`config.mk`:
```
export PLATFORM = sky130hd
export DESIGN_NAME = filter_readout_sequencer
export DESIGN_NICKNAME = d
export VERILOG_FILES = /design/src/core/filter_seq_pkg.sv /design/src/core/two_phase_driver.sv /design/src/core/two_entry_buffer.sv /design/src/core/filter_readout_sequencer.sv
export VERILOG_INCLUDE_DIRS = /design/src /design/src/core
export SDC_FILE = /design/constraint.sdc
export NUM_CORES = 2
export LEC_CHECK = 0
export BUFFER_PORTS_ARGS = -buffer_cell sky130_fd_sc_hd__buf_2
export CORE_MARGIN = 1
export CORE_UTILIZATION = 58
export CTS_BUF_LIST = sky130_fd_sc_hd__clkbuf_8
export CTS_CLUSTER_SIZE = 12
export DETAILED_ROUTE_END_ITERATION = 10
export HOLD_SLACK_MARGIN = 0.15
export PLACE_DENSITY = 0.78
export SLEW_MARGIN = 0
export SYNTH_ARGS = -nofsm -noshare
export SYNTH_HDL_FRONTEND = slang
export SYNTH_SLANG_ARGS = --single-unit
```
`constraint.sdc`:
```
create_clock -name clk -period 7.3 [get_ports clk]
set_clock_uncertainty 0.1 [all_clocks]
set_input_delay 0.365 -clock clk [delete_from_list [all_inputs] [get_ports clk]]
set_output_delay 0.365 -clock clk [all_outputs]
set_load 0.05 [all_outputs]
```
`src/core/filter_seq_cfg.svh`:
```
// Constants for the filter readout sequencer.
`ifndef FILTER_SEQ_CFG_SVH
`define FILTER_SEQ_CFG_SVH
`define WORD_W 16
`define CHIPS 4
`define MODE_W 3
`define STEP_W 2
`define PROD_HI 30
`define PROD_LO 15
// Mode field on the I/O bus.
`define MODE_LO_BIT 0
`define MODE_HI_BIT 2
// Slope latch bits on the I/O bus.
`define SLOPE_RISE_BIT 0
`define SLOPE_FALL_BIT 1
`define EDGE_CLEAR_BIT 2
// Sequencer lookup words {enable4..1 low-true, final, count}.
`define ROM_CHIP2 6'o66
`define ROM_CHIP1 6'o72
`define ROM_CHIP3 6'o56
`define ROM_CHIP1_MORE 6'o71
`define ROM_CHIP4 6'o36
`define ROM_CHIP2_MORE 6'o65
`define ROM_CHIP3_MORE 6'o55
`define ROM_IDLE 6'o76
`define STEP_ZERO 2'h0
`define STEP_ONE 2'h1
`define STEP_TWO 2'h2
`define STEP_THREE 2'h3
`define ENABLES_OFF 4'hf
`define WORD_ZERO 16'h0000
`endif

```
`src/core/filter_seq_pkg.sv`:
```
// Types shared by the filter readout sequencer files.
package filter_seq_pkg;
   typedef struct packed {
      logic [3:0] chip_enable_n;
      logic final_step;
      logic count_on;
   } rom_word_type;

   typedef enum logic [1:0] {
      SEQ_IDLE,
      SEQ_PUSH,
      SEQ_DONE
   } seq_state_type;

   typedef struct packed {
      logic [3:0] overload;
      logic [3:0] overflow;
      logic clip_a;
      logic clip_b;
   } overload_in_type;
endpackage

```
`src/core/two_phase_driver.sv`:
```
// Non-overlapping two-phase clock driver.
`timescale 1ns/1ps
module two_phase_driver (
   input wire logic clk,
   input wire logic srst,
   input wire logic timing_clock_in,
   output logic phase_one_q,
   output logic phase_two_q
);
   // Each phase needs the other low in the previous cycle, so a dead
   // cycle separates them and both are never high together.
   always_ff @(posedge clk) begin
      if (srst) begin
         phase_one_q <= 1'b0;
         phase_two_q <= 1'b0;
      end else begin
         phase_one_q <= timing_clock_in & ~phase_two_q;
         phase_two_q <= ~timing_clock_in & ~phase_one_q;
      end
   end
endmodule

```
`src/core/two_entry_buffer.sv`:
```
// Two-entry skid buffer with registered valid, ready and data.
`timescale 1ns/1ps
`include "filter_seq_cfg.svh"
module two_entry_buffer (
   input wire logic clk,
   input wire logic srst,
   input wire logic in_valid,
   output logic in_ready_q,
   input wire logic [`WORD_W-1:0] in_data,
   output logic out_valid_q,
   input wire logic out_ready,
   output logic [`WORD_W-1:0] out_data_q
);
   logic skid_valid_q;
   logic [`WORD_W-1:0] skid_data_q;
   logic push;
   logic pop;

   assign push = in_valid & in_ready_q;
   assign pop = out_valid_q & out_ready;

   always_ff @(posedge clk) begin
      if (srst) begin
         out_valid_q <= 1'b0;
         skid_valid_q <= 1'b0;
         in_ready_q <= 1'b1;
         out_data_q <= `WORD_ZERO;
         skid_data_q <= `WORD_ZERO;
      end else begin
         if (!out_valid_q || pop) begin
            out_valid_q <= skid_valid_q | push;
            out_data_q <= skid_valid_q ? skid_data_q : in_data;
            skid_valid_q <= skid_valid_q & push;
            skid_data_q <= in_data;
            in_ready_q <= 1'b1;
         end else if (push) begin
            // Receiver stalled: park the word and refuse the next one.
            skid_valid_q <= 1'b1;
            skid_data_q <= in_data;
            in_ready_q <= 1'b0;
         end
      end
   end
endmodule

```
`src/core/filter_readout_sequencer.sv`:
```
// Filter board support logic: clocks, requests, sequencing, overload.
`timescale 1ns/1ps
`include "filter_seq_cfg.svh"
module filter_readout_sequencer (
   input wire logic clk,
   input wire logic srst,
   input wire logic timing_clock_in,
   output logic phase_one_q,
   output logic phase_two_q,
   input wire logic sample_valid,
   input wire logic [`WORD_W-1:0] sample_data,
   input wire logic [`WORD_W-1:0] cosine_value,
   input wire logic [`WORD_W-1:0] sine_value,
   output logic sync_strobe_q,
   output logic [`WORD_W-1:0] real_product_q,
   output logic [`WORD_W-1:0] imag_product_q,
   input wire logic [`CHIPS-1:0] chip_result_ready,
   input wire logic [`CHIPS*`WORD_W-1:0] chip_data,
   output logic [`CHIPS-1:0] chip_enable_n_q,
   input wire logic [`WORD_W-1:0] io_bus_in,
   input wire logic mode_write_strobe,
   input wire logic request_clear_strobe,
   output logic memory_access_request_n,
   output logic final_chip_q,
   output logic data_valid_q,
   input wire logic data_ready,
   output logic [`WORD_W-1:0] data_bus_q,
   input wire filter_seq_pkg::overload_in_type overload_in,
   output logic overload_indicator_q,
   input wire logic overload_clear_strobe,
   input wire logic overload_read_gate,
   output logic io_bus_bit_fifteen,
   output logic io_bus_bit_zero,
   output logic io_bus_read_oe_q,
   input wire logic slope_write_strobe,
   input wire logic trigger_in,
   output logic trigger_out_n_q
);
   // Selected chip-ready set for one mode code.
   function automatic logic ready_pick(
      input logic [`MODE_W-1:0] mode,
      input logic [`CHIPS-1:0] rdy
   );
      case (mode)
         3'h0: ready_pick = rdy[1];
         3'h1: ready_pick = rdy[0];
         3'h2: ready_pick = rdy[2];
         3'h3: ready_pick = rdy[0] & rdy[2];
         3'h4: ready_pick = rdy[3];
         3'h5: ready_pick = rdy[0] & rdy[1];
         3'h6: ready_pick = rdy[2] & rdy[3];
         default: ready_pick = &rdy;
      endcase
   endfunction

   // Sequencer lookup: mode code high, step count low.
   function automatic filter_seq_pkg::rom_word_type rom_lookup(
      input logic [`MODE_W+`STEP_W-1:0] addr
   );
      logic [5:0] w;
      w = `ROM_IDLE;
      case (addr)
         {3'h0, `STEP_ZERO}: w = `ROM_CHIP2;
         {3'h1, `STEP_ZERO}: w = `ROM_CHIP1;
         {3'h2, `STEP_ZERO}: w = `ROM_CHIP3;
         {3'h3, `STEP_ZERO}: w = `ROM_CHIP1_MORE;
         {3'h3, `STEP_ONE}: w = `ROM_CHIP3;
         {3'h4, `STEP_ZERO}: w = `ROM_CHIP4;
         {3'h5, `STEP_ZERO}: w = `ROM_CHIP1_MORE;
         {3'h5, `STEP_ONE}: w = `ROM_CHIP2;
         {3'h6, `STEP_ZERO}: w = `ROM_CHIP3_MORE;
         {3'h6, `STEP_ONE}: w = `ROM_CHIP4;
         {3'h7, `STEP_ZERO}: w = `ROM_CHIP1_MORE;
         {3'h7, `STEP_ONE}: w = `ROM_CHIP2_MORE;
         {3'h7, `STEP_TWO}: w = `ROM_CHIP3_MORE;
         {3'h7, `STEP_THREE}: w = `ROM_CHIP4;
         default: w = `ROM_IDLE;
      endcase
      rom_lookup = filter_seq_pkg::rom_word_type'(w);
   endfunction

   logic [`MODE_W-1:0] mode_q;
   logic mode_bit_high;
   logic mode_bit_mid;
   logic mode_bit_low;
   logic ready_sel;
   logic ready_sel_q;
   logic request_q;
   logic trigger_detected;
   logic slope_rise_q;
   logic slope_select_fall;
   logic rise_hit_q;
   logic fall_hit_q;
   logic trigger_prev_q;
   logic edge_latch_clear_bit;
   logic edge_clear;
   logic [`STEP_W-1:0] step_q;
   filter_seq_pkg::seq_state_type state_q;
   filter_seq_pkg::rom_word_type rom_now;
   filter_seq_pkg::rom_word_type rom_next;
   logic [`STEP_W-1:0] step_next;
   logic [`WORD_W-1:0] bus_word;
   logic push_valid;
   logic push_ready;
   logic request_clear;
   logic [3:0] ovl_raw;
   logic chan_a_ovl;
   logic chan_b_ovl;
   logic ovl_a_q;
   logic ovl_b_q;
   logic signed [2*`WORD_W-1:0] real_full;
   logic signed [2*`WORD_W-1:0] imag_full;

   assign mode_bit_low = mode_q[0];
   assign mode_bit_mid = mode_q[1];
   assign mode_bit_high = mode_q[2];

   two_phase_driver phase_drv (
      .clk(clk),
      .srst(srst),
      .timing_clock_in(timing_clock_in),
      .phase_one_q(phase_one_q),
      .phase_two_q(phase_two_q)
   );

   // Input buffer: sync strobe and quadrature products in the same cycle.
   assign real_full = $signed(sample_data) * $signed(cosine_value);
   assign imag_full = $signed(sample_data) * $signed(sine_value);

   always_ff @(posedge clk) begin
      if (srst) begin
         sync_strobe_q <= 1'b0;
         real_product_q <= `WORD_ZERO;
         imag_product_q <= `WORD_ZERO;
      end else begin
         sync_strobe_q <= sample_valid;
         if (sample_valid) begin
            real_product_q <= real_full[`PROD_HI:`PROD_LO];
            imag_product_q <= imag_full[`PROD_HI:`PROD_LO];
         end
      end
   end

   // Mode latch.
   always_ff @(posedge clk) begin
      if (srst) begin
         mode_q <= 3'h0;
      end else if (mode_write_strobe) begin
         mode_q <= io_bus_in[`MODE_HI_BIT:`MODE_LO_BIT];
      end
   end

   // Slope latch and the two edge detectors.
   assign slope_select_fall = io_bus_in[`SLOPE_FALL_BIT];
   assign edge_latch_clear_bit = io_bus_in[`EDGE_CLEAR_BIT];
   assign edge_clear = slope_write_strobe & edge_latch_clear_bit;
   assign trigger_detected = rise_hit_q | fall_hit_q;

   logic slope_fall_q;

   always_ff @(posedge clk) begin
      if (srst) begin
         slope_rise_q <= 1'b0;
         slope_fall_q <= 1'b0;
      end else if (slope_write_strobe) begin
         slope_rise_q <= io_bus_in[`SLOPE_RISE_BIT];
         slope_fall_q <= slope_select_fall;
      end
   end

   always_ff @(posedge clk) begin
      if (srst) begin
         trigger_prev_q <= 1'b0;
         rise_hit_q <= 1'b0;
         fall_hit_q <= 1'b0;
         trigger_out_n_q <= 1'b1;
      end else begin
         trigger_prev_q <= trigger_in;
         // A trigger edge in the clearing cycle still counts.
         if (slope_rise_q && trigger_in && !trigger_prev_q) begin
            rise_hit_q <= 1'b1;
         end else if (edge_clear) begin
            rise_hit_q <= 1'b0;
         end
         if (slope_fall_q && !trigger_in && trigger_prev_q) begin
            fall_hit_q <= 1'b1;
         end else if (edge_clear) begin
            fall_hit_q <= 1'b0;
         end
         trigger_out_n_q <= ~trigger_detected;
      end
   end

   // Request flip-flop, set on a rising edge of the selected ready combination while a trigger edge is detected.
   assign ready_sel = ready_pick({mode_bit_high, mode_bit_mid, mode_bit_low},
      chip_result_ready);
   assign request_clear = request_clear_strobe & final_chip_q;

   always_ff @(posedge clk) begin
      if (srst) begin
         ready_sel_q <= 1'b0;
         request_q <= 1'b0;
         memory_access_request_n <= 1'b1;
      end else begin
         ready_sel_q <= ready_sel;
         // A fresh ready edge beats a clear in the same cycle.
         if (ready_sel && !ready_sel_q && trigger_detected) begin
            request_q <= 1'b1;
            memory_access_request_n <= 1'b0;
         end else if (request_clear) begin
            request_q <= 1'b0;
            memory_access_request_n <= 1'b1;
         end
      end
   end

   // Sequencer: step counter, lookup and chip enables.
   assign rom_now = rom_lookup({mode_q, step_q});
   assign step_next = rom_now.count_on ? step_q + `STEP_ONE : `STEP_ZERO;
   assign rom_next = rom_lookup({mode_q, step_next});

   // The shared bus is modelled as a select of the enabled chip.
   always_comb begin
      bus_word = `WORD_ZERO;
      for (int i = 0; i < `CHIPS; i++) begin
         if (!chip_enable_n_q[i]) begin
            bus_word = bus_word
               | chip_data[i*`WORD_W +: `WORD_W];
         end
      end
   end

   assign push_valid = (state_q == filter_seq_pkg::SEQ_PUSH);

   always_ff @(posedge clk) begin
      if (srst) begin
         state_q <= filter_seq_pkg::SEQ_IDLE;
         step_q <= `STEP_ZERO;
         chip_enable_n_q <= `ENABLES_OFF;
         final_chip_q <= 1'b0;
      end else begin
         case (state_q)
            filter_seq_pkg::SEQ_IDLE: begin
               step_q <= `STEP_ZERO;
               if (request_q) begin
                  chip_enable_n_q <= rom_now.chip_enable_n;
                  state_q <= filter_seq_pkg::SEQ_PUSH;
               end
            end
            filter_seq_pkg::SEQ_PUSH: begin
               // Step only when the buffer took the word, so a stall
               // holds the current chip on the bus.
               if (push_ready) begin
                  step_q <= step_next;
                  if (rom_now.final_step) begin
                     final_chip_q <= 1'b1;
                     chip_enable_n_q <= `ENABLES_OFF;
                     state_q <= filter_seq_pkg::SEQ_DONE;
                  end else begin
                     chip_enable_n_q <= rom_next.chip_enable_n;
                  end
               end
            end
            filter_seq_pkg::SEQ_DONE: begin
               if (request_clear) begin
                  final_chip_q <= 1'b0;
                  step_q <= `STEP_ZERO;
                  state_q <= filter_seq_pkg::SEQ_IDLE;
               end
            end
            default: begin
               state_q <= filter_seq_pkg::SEQ_IDLE;
               chip_enable_n_q <= `ENABLES_OFF;
            end
         endcase
      end
   end

   two_entry_buffer out_buf (
      .clk(clk),
      .srst(srst),
      .in_valid(push_valid),
      .in_ready_q(push_ready),
      .in_data(bus_word),
      .out_valid_q(data_valid_q),
      .out_ready(data_ready),
      .out_data_q(data_bus_q)
   );

   // Overload decode: imaginary-path chips count only in zoom modes.
   assign ovl_raw = overload_in.overload | overload_in.overflow;
   assign chan_a_ovl = ovl_raw[0] | (ovl_raw[1] & mode_bit_high)
      | overload_in.clip_a;
   assign chan_b_ovl = ovl_raw[2] | (ovl_raw[3] & mode_bit_high)
      | overload_in.clip_b;

   always_ff @(posedge clk) begin
      if (srst) begin
         overload_indicator_q <= 1'b0;
         ovl_a_q <= 1'b0;
         ovl_b_q <= 1'b0;
      end else begin
         overload_indicator_q <= chan_a_ovl | chan_b_ovl;
         // Set wins so an overload during the clear is not lost.
         if (chan_a_ovl) begin
            ovl_a_q <= 1'b1;
         end else if (overload_clear_strobe) begin
            ovl_a_q <= 1'b0;
         end
         if (chan_b_ovl) begin
            ovl_b_q <= 1'b1;
         end else if (overload_clear_strobe) begin
            ovl_b_q <= 1'b0;
         end
      end
   end

   always_ff @(posedge clk) begin
      if (srst) begin
         io_bus_bit_fifteen <= 1'b0;
         io_bus_bit_zero <= 1'b0;
         io_bus_read_oe_q <= 1'b0;
      end else begin
         io_bus_read_oe_q <= overload_read_gate;
         io_bus_bit_fifteen <= overload_read_gate & ovl_a_q;
         io_bus_bit_zero <= overload_read_gate & ovl_b_q;
      end
   end

endmodule

```
# == Word level (Yosys, flattened, before mapping) ==
# Memories as Yosys holds them, arrays and structs flattened.
# Cells that the tools add are included.
# classes
add_sub_neg,1
n_mul,2
n_eq_ne,12
n_mux,35
bitwise,30
n_reduce_logical,27
# op_table
operator,count
16-bit 2-to-1 mux,7
16-bit by 16-bit multiplier with 31-bit output,2
16-bit OR,3
1-bit bitwise AND,14
1-bit 2-to-1 mux,14
2-bit nonzero test,7
2-bit 2-to-1 mux,6
4-bit 2-to-1 mux,3
2-bit case mux with 3 select lines,2
4-bit case mux with 3 select lines,1
4-bit AND reduction,3
3-bit == test (second input constant),3
2-bit != test (second input constant),4
1-bit OR,7
1-bit case mux with 7 select lines,1
3-bit by 2-bit == test with 1-bit output (second input constant),2
1-bit logical AND,6
3-bit AND reduction,2
1-bit NOT,5
1-bit zero test,4
4-bit OR,1
3-bit by 1-bit == test with 1-bit output (second input constant),1
3-bit zero test,1
3-bit nonzero test,1
7 further kinds,7
# word_totals
ff_bits,97
mem_bits_ro,384
in_bits,153
out_inout_bits,63
n_memories,2
# memory_table
name,depth,word_bits,rd,rd_ports_with_merged_regs,wr,line_no,source
(name not given),32,6,1,0,0,filter_readout_sequencer.sv:62,case (addr)
(name not given),32,6,1,0,0,filter_readout_sequencer.sv:62,

# == Logic depth before layout (Yosys ltp) ==
# depth
depth_word,9
ltp_mapped,26

# == Hierarchy ==
# From an unflattened synthesis, not the netlist that was laid out.
# unflattened
hier_cells,2513
area_unflattened_um2,22889.5
# modules_own_cells
module,instances,cells_each,area_each_um2,seq_area_each_um2
filter_readout_sequencer,1,2351,21227.9,1201.2
two_entry_buffer,1,158,1599.0,700.7
two_phase_driver,1,4,62.6,40.0

# == Worst setup path before layout ==
# OpenSTA, ideal clock, no wires.
# synth_path
kind,input-to-reg
startpoint,in sample_data[15]
endpoint,reg real_product_q[14]
setup_ns,0.125
arrival_ns,6.314
required_ns,7.075
path_slack_ns,0.761
path_stages,22
n_path_buf,2
path_cell_list,clkbuf_1 -> clkbuf_1 -> nand2_1 -> fa_1 -> inv_1 -> fa_1 -> fa_1 -> fa_1 -> fa_1 -> inv_1 -> fa_1 -> inv_1 -> ha_1 -> a21o_1 -> a21o_1 -> a221o_1 -> a21o_1 -> a221oi_2 -> o21ai_2 -> a21oi_2 -> mux2i_1 -> o21ai_1
# synth_between
elab_chain_cells,1
# synth_rtl
element,line_no,source
"start, declared",filter_readout_sequencer.sv:11,"input wire logic [`WORD_W-1:0] sample_data,"
16-bit by 16-bit multiplier with 31-bit output,filter_readout_sequencer.sv:127,assign real_full = $signed(sample_data) * $signed(cosine_value);
"end signal, assigned",filter_readout_sequencer.sv:133,real_product_q <= `WORD_ZERO;
"end signal, assigned",filter_readout_sequencer.sv:138,real_product_q <= real_full[`PROD_HI:`PROD_LO];
"end, declared",filter_readout_sequencer.sv:15,"output logic [`WORD_W-1:0] real_product_q,"
# Every way passes these cells.
# A chain may end at the register's enable or synchronous reset.

# == Final worst setup path ==
# layout_path
startpoint,in sample_data[15]
endpoint,reg real_product_q[15]
# Same word-level chain as after synthesis.

==> flow_summary.json <==
{
  "syn_inst": 2522,
  "dieArea_um2": 39900,
  "cts_inserted_buffers": 9,
  "fillerInstances": 3211,
  "post-route-period-util_pct": 88.9,
  "routed_wirelength_mm": 53.5,
  "syn_area_um2": 22700,
  "ant_nets": 0,
  "cts_tree": "yes",
  "rsz0062_at_grt": "false",
  "start_util_pct": 58.7,
  "htreeDepth": 3,
  "crit_end": "real_product_q[15]$_SDFFE_PP0P_",
  "grt_use_total_pct": 29.1,
  "layout_commonest_cell": "inv_1",
  "synth_flop_cell": "dfxtp_1",
  "dr.pass1.iters": 6,
  "clockBufferDepth": 2,
  "path_delay_family": "adder cells",
  "post_drt_wl_per_cell_um": 16.9,
  "fmax_ghz": 0.154,
  "slowest_delay_ns": 0.52,
  "area_growth_pct": 7.28,
  "min_period_ns": 6.49,
  "status": "complete, no violations",
  "hold_class": "input port to flop",
  "core_um2": 38600,
  "cp.required_ns": 7.47,
  "grt_pass1_vias": 19155,
  "cts_sinks": 97,
  "worst-path-buf-inv": 6,
  "chipWidth_um": 200,
  "maxSlewViolCount": 0,
  "async_flop_share_pct": 0,
  "r2r_start": "mode_q[0]$_SDFFE_PP0P_",
  "synth_cell_types": 68,
  "critPathLaunchType": "input port",
  "drc": 0,
  "synth_mux_area_share_pct": 0.938,
  "end_kind": "flop",
  "yosys_register_bits": 97,
  "avgSynthCellArea_um2": 8.99,
  "drt_iter0_drc": 985,
  "vias": 17336,
  "path_max_fanout": 34,
  "avgViaCountPerCell": 5.46,
  "overflow": 0,
  "ff2ff_setup_slack_ns": 4.64,
  "rows": 72,
  "cpMaxStageDelayCell": "buf_2",
  "cap_violations": 0,
  "use_met2_pct": 51.0,
  "grt_antenna_before_repair": 6,
  "drive_gt1_share_pct": 9.62,
  "yosysWarnings": 0,
  "grt-busiest-layer": "met2",
  "worst_slew_pin_slew_ns": 1.15,
  "clock_latency_ns": 0.37,
  "place_congestion": 0.916,
  "dieHeight_um": 200,
  "ys_seq_area_share_pct": 8.56,
  "numPortBuffers": 202,
  "grt_max_degree": 44,
  "layout_common_cells": "inv_1 (608), fa_1 (510), nand2_1 (308)",
  "pin_count": 216,
  "critPathKind": "input port to flop",
  "slew_headroom_pct": 22.9,
  "setup-violations-final": 0,
  "dp.cells": 3145,
  "grt_pass1_wl_mm": 91.1,
  "post_synth_and_or_nand_nor_area_fraction_pct": 15.5,
  "finalHoldViolations": 0,
  "dp_hpwl_mm": 44.0,
  "crit_top_cell": "fa_1",
  "worstPathArrival_ns": 6.66,
  "met3_usage_pct": 4.12,
  "synth_compound_area_share_pct": 7.15,
  "cts-root-buf": "clkbuf_8",
  "crit_cells": 23,
  "path_cells": "buf_2 > nand2_1 > inv_1 > fa_1 > inv_1 > fa_1 > inv_1 > fa_1 > fa_1 > fa_1 > inv_1 > fa_1 > inv_1 > ha_1 > a21o_1 > a21o_1 > a221o_1 > a21o_1 > a221oi_2 > o21ai_2 > a21oi_2 > nand4b_1 > and3_1",
  "nets": 3472,
  "synth_edf_count": 0,
  "synthAdderAreaFrac_pct": 53.8,
  "rr_worst_depth": 8,
  "synthXorXnorAreaFrac_pct": 2.04,
  "timing.rr.end": "chip_enable_n_q[3]$_SDFFE_PP1P_",
  "clk_pin_slew_ns": 0.09,
  "setup_tns_ns": 0,
  "synth_top_family_by_area": "adder cells",
  "crit_start": "sample_data[15]",
  "grt.met1_usage_pct": 34.7,
  "final_cells": 3173,
  "synth_fp_nets": 3344
}
-- final cells by class --
cell class,instances,area [µm²],area share [%]
multi-input combinational,1702,18000,74.1
inverter,609,2290,9.40
sequential,97,1940,7.98
timing repair buffer,231,1260,5.17
tap,518,648,2.66
clock buffer,11,151,0.622
clock inverter,2,16.3,0.0669
antenna,3,7.51,0.0309
-- logic make-up after synthesis --
| group | after synthesis |
|---|---|
| flops | 97 |
| simple gates | 732 |
| xor+xnor | 52 |
| buf+inv | 723 |
| compound gates | 229 |
| mux | 20 |
| fa+ha+maj | 669 |
-- synthesized netlist by cell type (11+ instances only) --
| cell | number | area share (%) |
|---|---|---|
| inv_1 | 608 | 10 |
| fa_1 | 510 | 45 |
| nand2_1 | 308 | 5.1 |
| and2_1 | 233 | 6.4 |
| ha_1 | 159 | 8.8 |
| nor2_1 | 111 | 1.8 |
| clkbuf_1 | 104 | 1.7 |
| dfxtp_1 | 97 | 8.6 |
| a21oi_1 | 53 | 1.2 |
| xnor2_1 | 36 | 1.4 |
| o21ai_0 | 33 | 0.73 |
| o22ai_1 | 24 | 0.66 |
| nand2b_1 | 23 | 0.63 |
| a211oi_1 | 19 | 0.63 |
| mux2i_1 | 19 | 0.84 |
| a221oi_1 | 17 | 0.66 |
| nor3_1 | 15 | 0.33 |
| xor2_1 | 15 | 0.58 |
| a21o_1 | 12 | 0.40 |
| nand3_1 | 11 | 0.24 |
-- metal layers --
layer / part of all wire [%] / wire length, µm
met1: 38 / 20300
met2: 50 / 27000
met3: 6.7 / 3580
met4: 4.9 / 2600
met5: 0.062 / 33
-- timing repair --
item | CTS | global route
hold endpoints to repair | 12 | 0
hold buffers | 12 | 0
resized for setup | 0 | 0
buffers inserted | 0 | 0
-- stage by stage --
stage	util, %	setup WS (ns)	hold WS, ns	cell area (µm²)
floorplan	-	0.761	0.331	22700
global placement	62.2	0.632	0.297	24000
detailed placement	62.2	0.466	0.307	24000
CTS	62.9	0.855	0.151	24300
global route	62.9	0.496	0.190	24300
finish	63.0	0.809	0.181	24300
-- how the worst min path moves through the flow --
stage | startpoint | to | slack (ns) | depth (start not counted)
after CTS | overload_in[8] | overload_indicator_q$_SDFF_PP0_ | 0.15 | 3
after global placement | phase_drv.phase_one_q$_SDFF_PP0_ | phase_drv.phase_two_q$_SDFF_PP0_ | 0.30 | 1
final | overload_in[4] | overload_indicator_q$_SDFF_PP0_ | 0.18 | 3
after floorplan | ovl_a_q$_SDFFE_PP0P_ | io_bus_bit_fifteen$_SDFF_PP0_ | 0.33 | 1
after global routing | overload_in[4] | overload_indicator_q$_SDFF_PP0_ | 0.19 | 3
after detailed placement | phase_drv.phase_one_q$_SDFF_PP0_ | phase_drv.phase_two_q$_SDFF_PP0_ | 0.31 | 1
-- registers in the layout, summed over array words and instances (netlist names), 2 cells and up --
register / count
out_buf.skid_data_q: 16
real_product_q: 16
state_q: 2
mode_q: 3
out_buf.out_data_q: 16
chip_enable_n_q: 4
imag_product_q: 16
step_q: 2
-- worst register-to-register path, delay by kind of cell (launching register included) --
kind            cells  cell delay, ns
compound gates      6            1.29
flops               1            0.84
simple gates        2            0.34
Power is left out: the tool's default activity adds up to more than one toggle a clock period on the data nets, which glitch-free logic cannot reach.
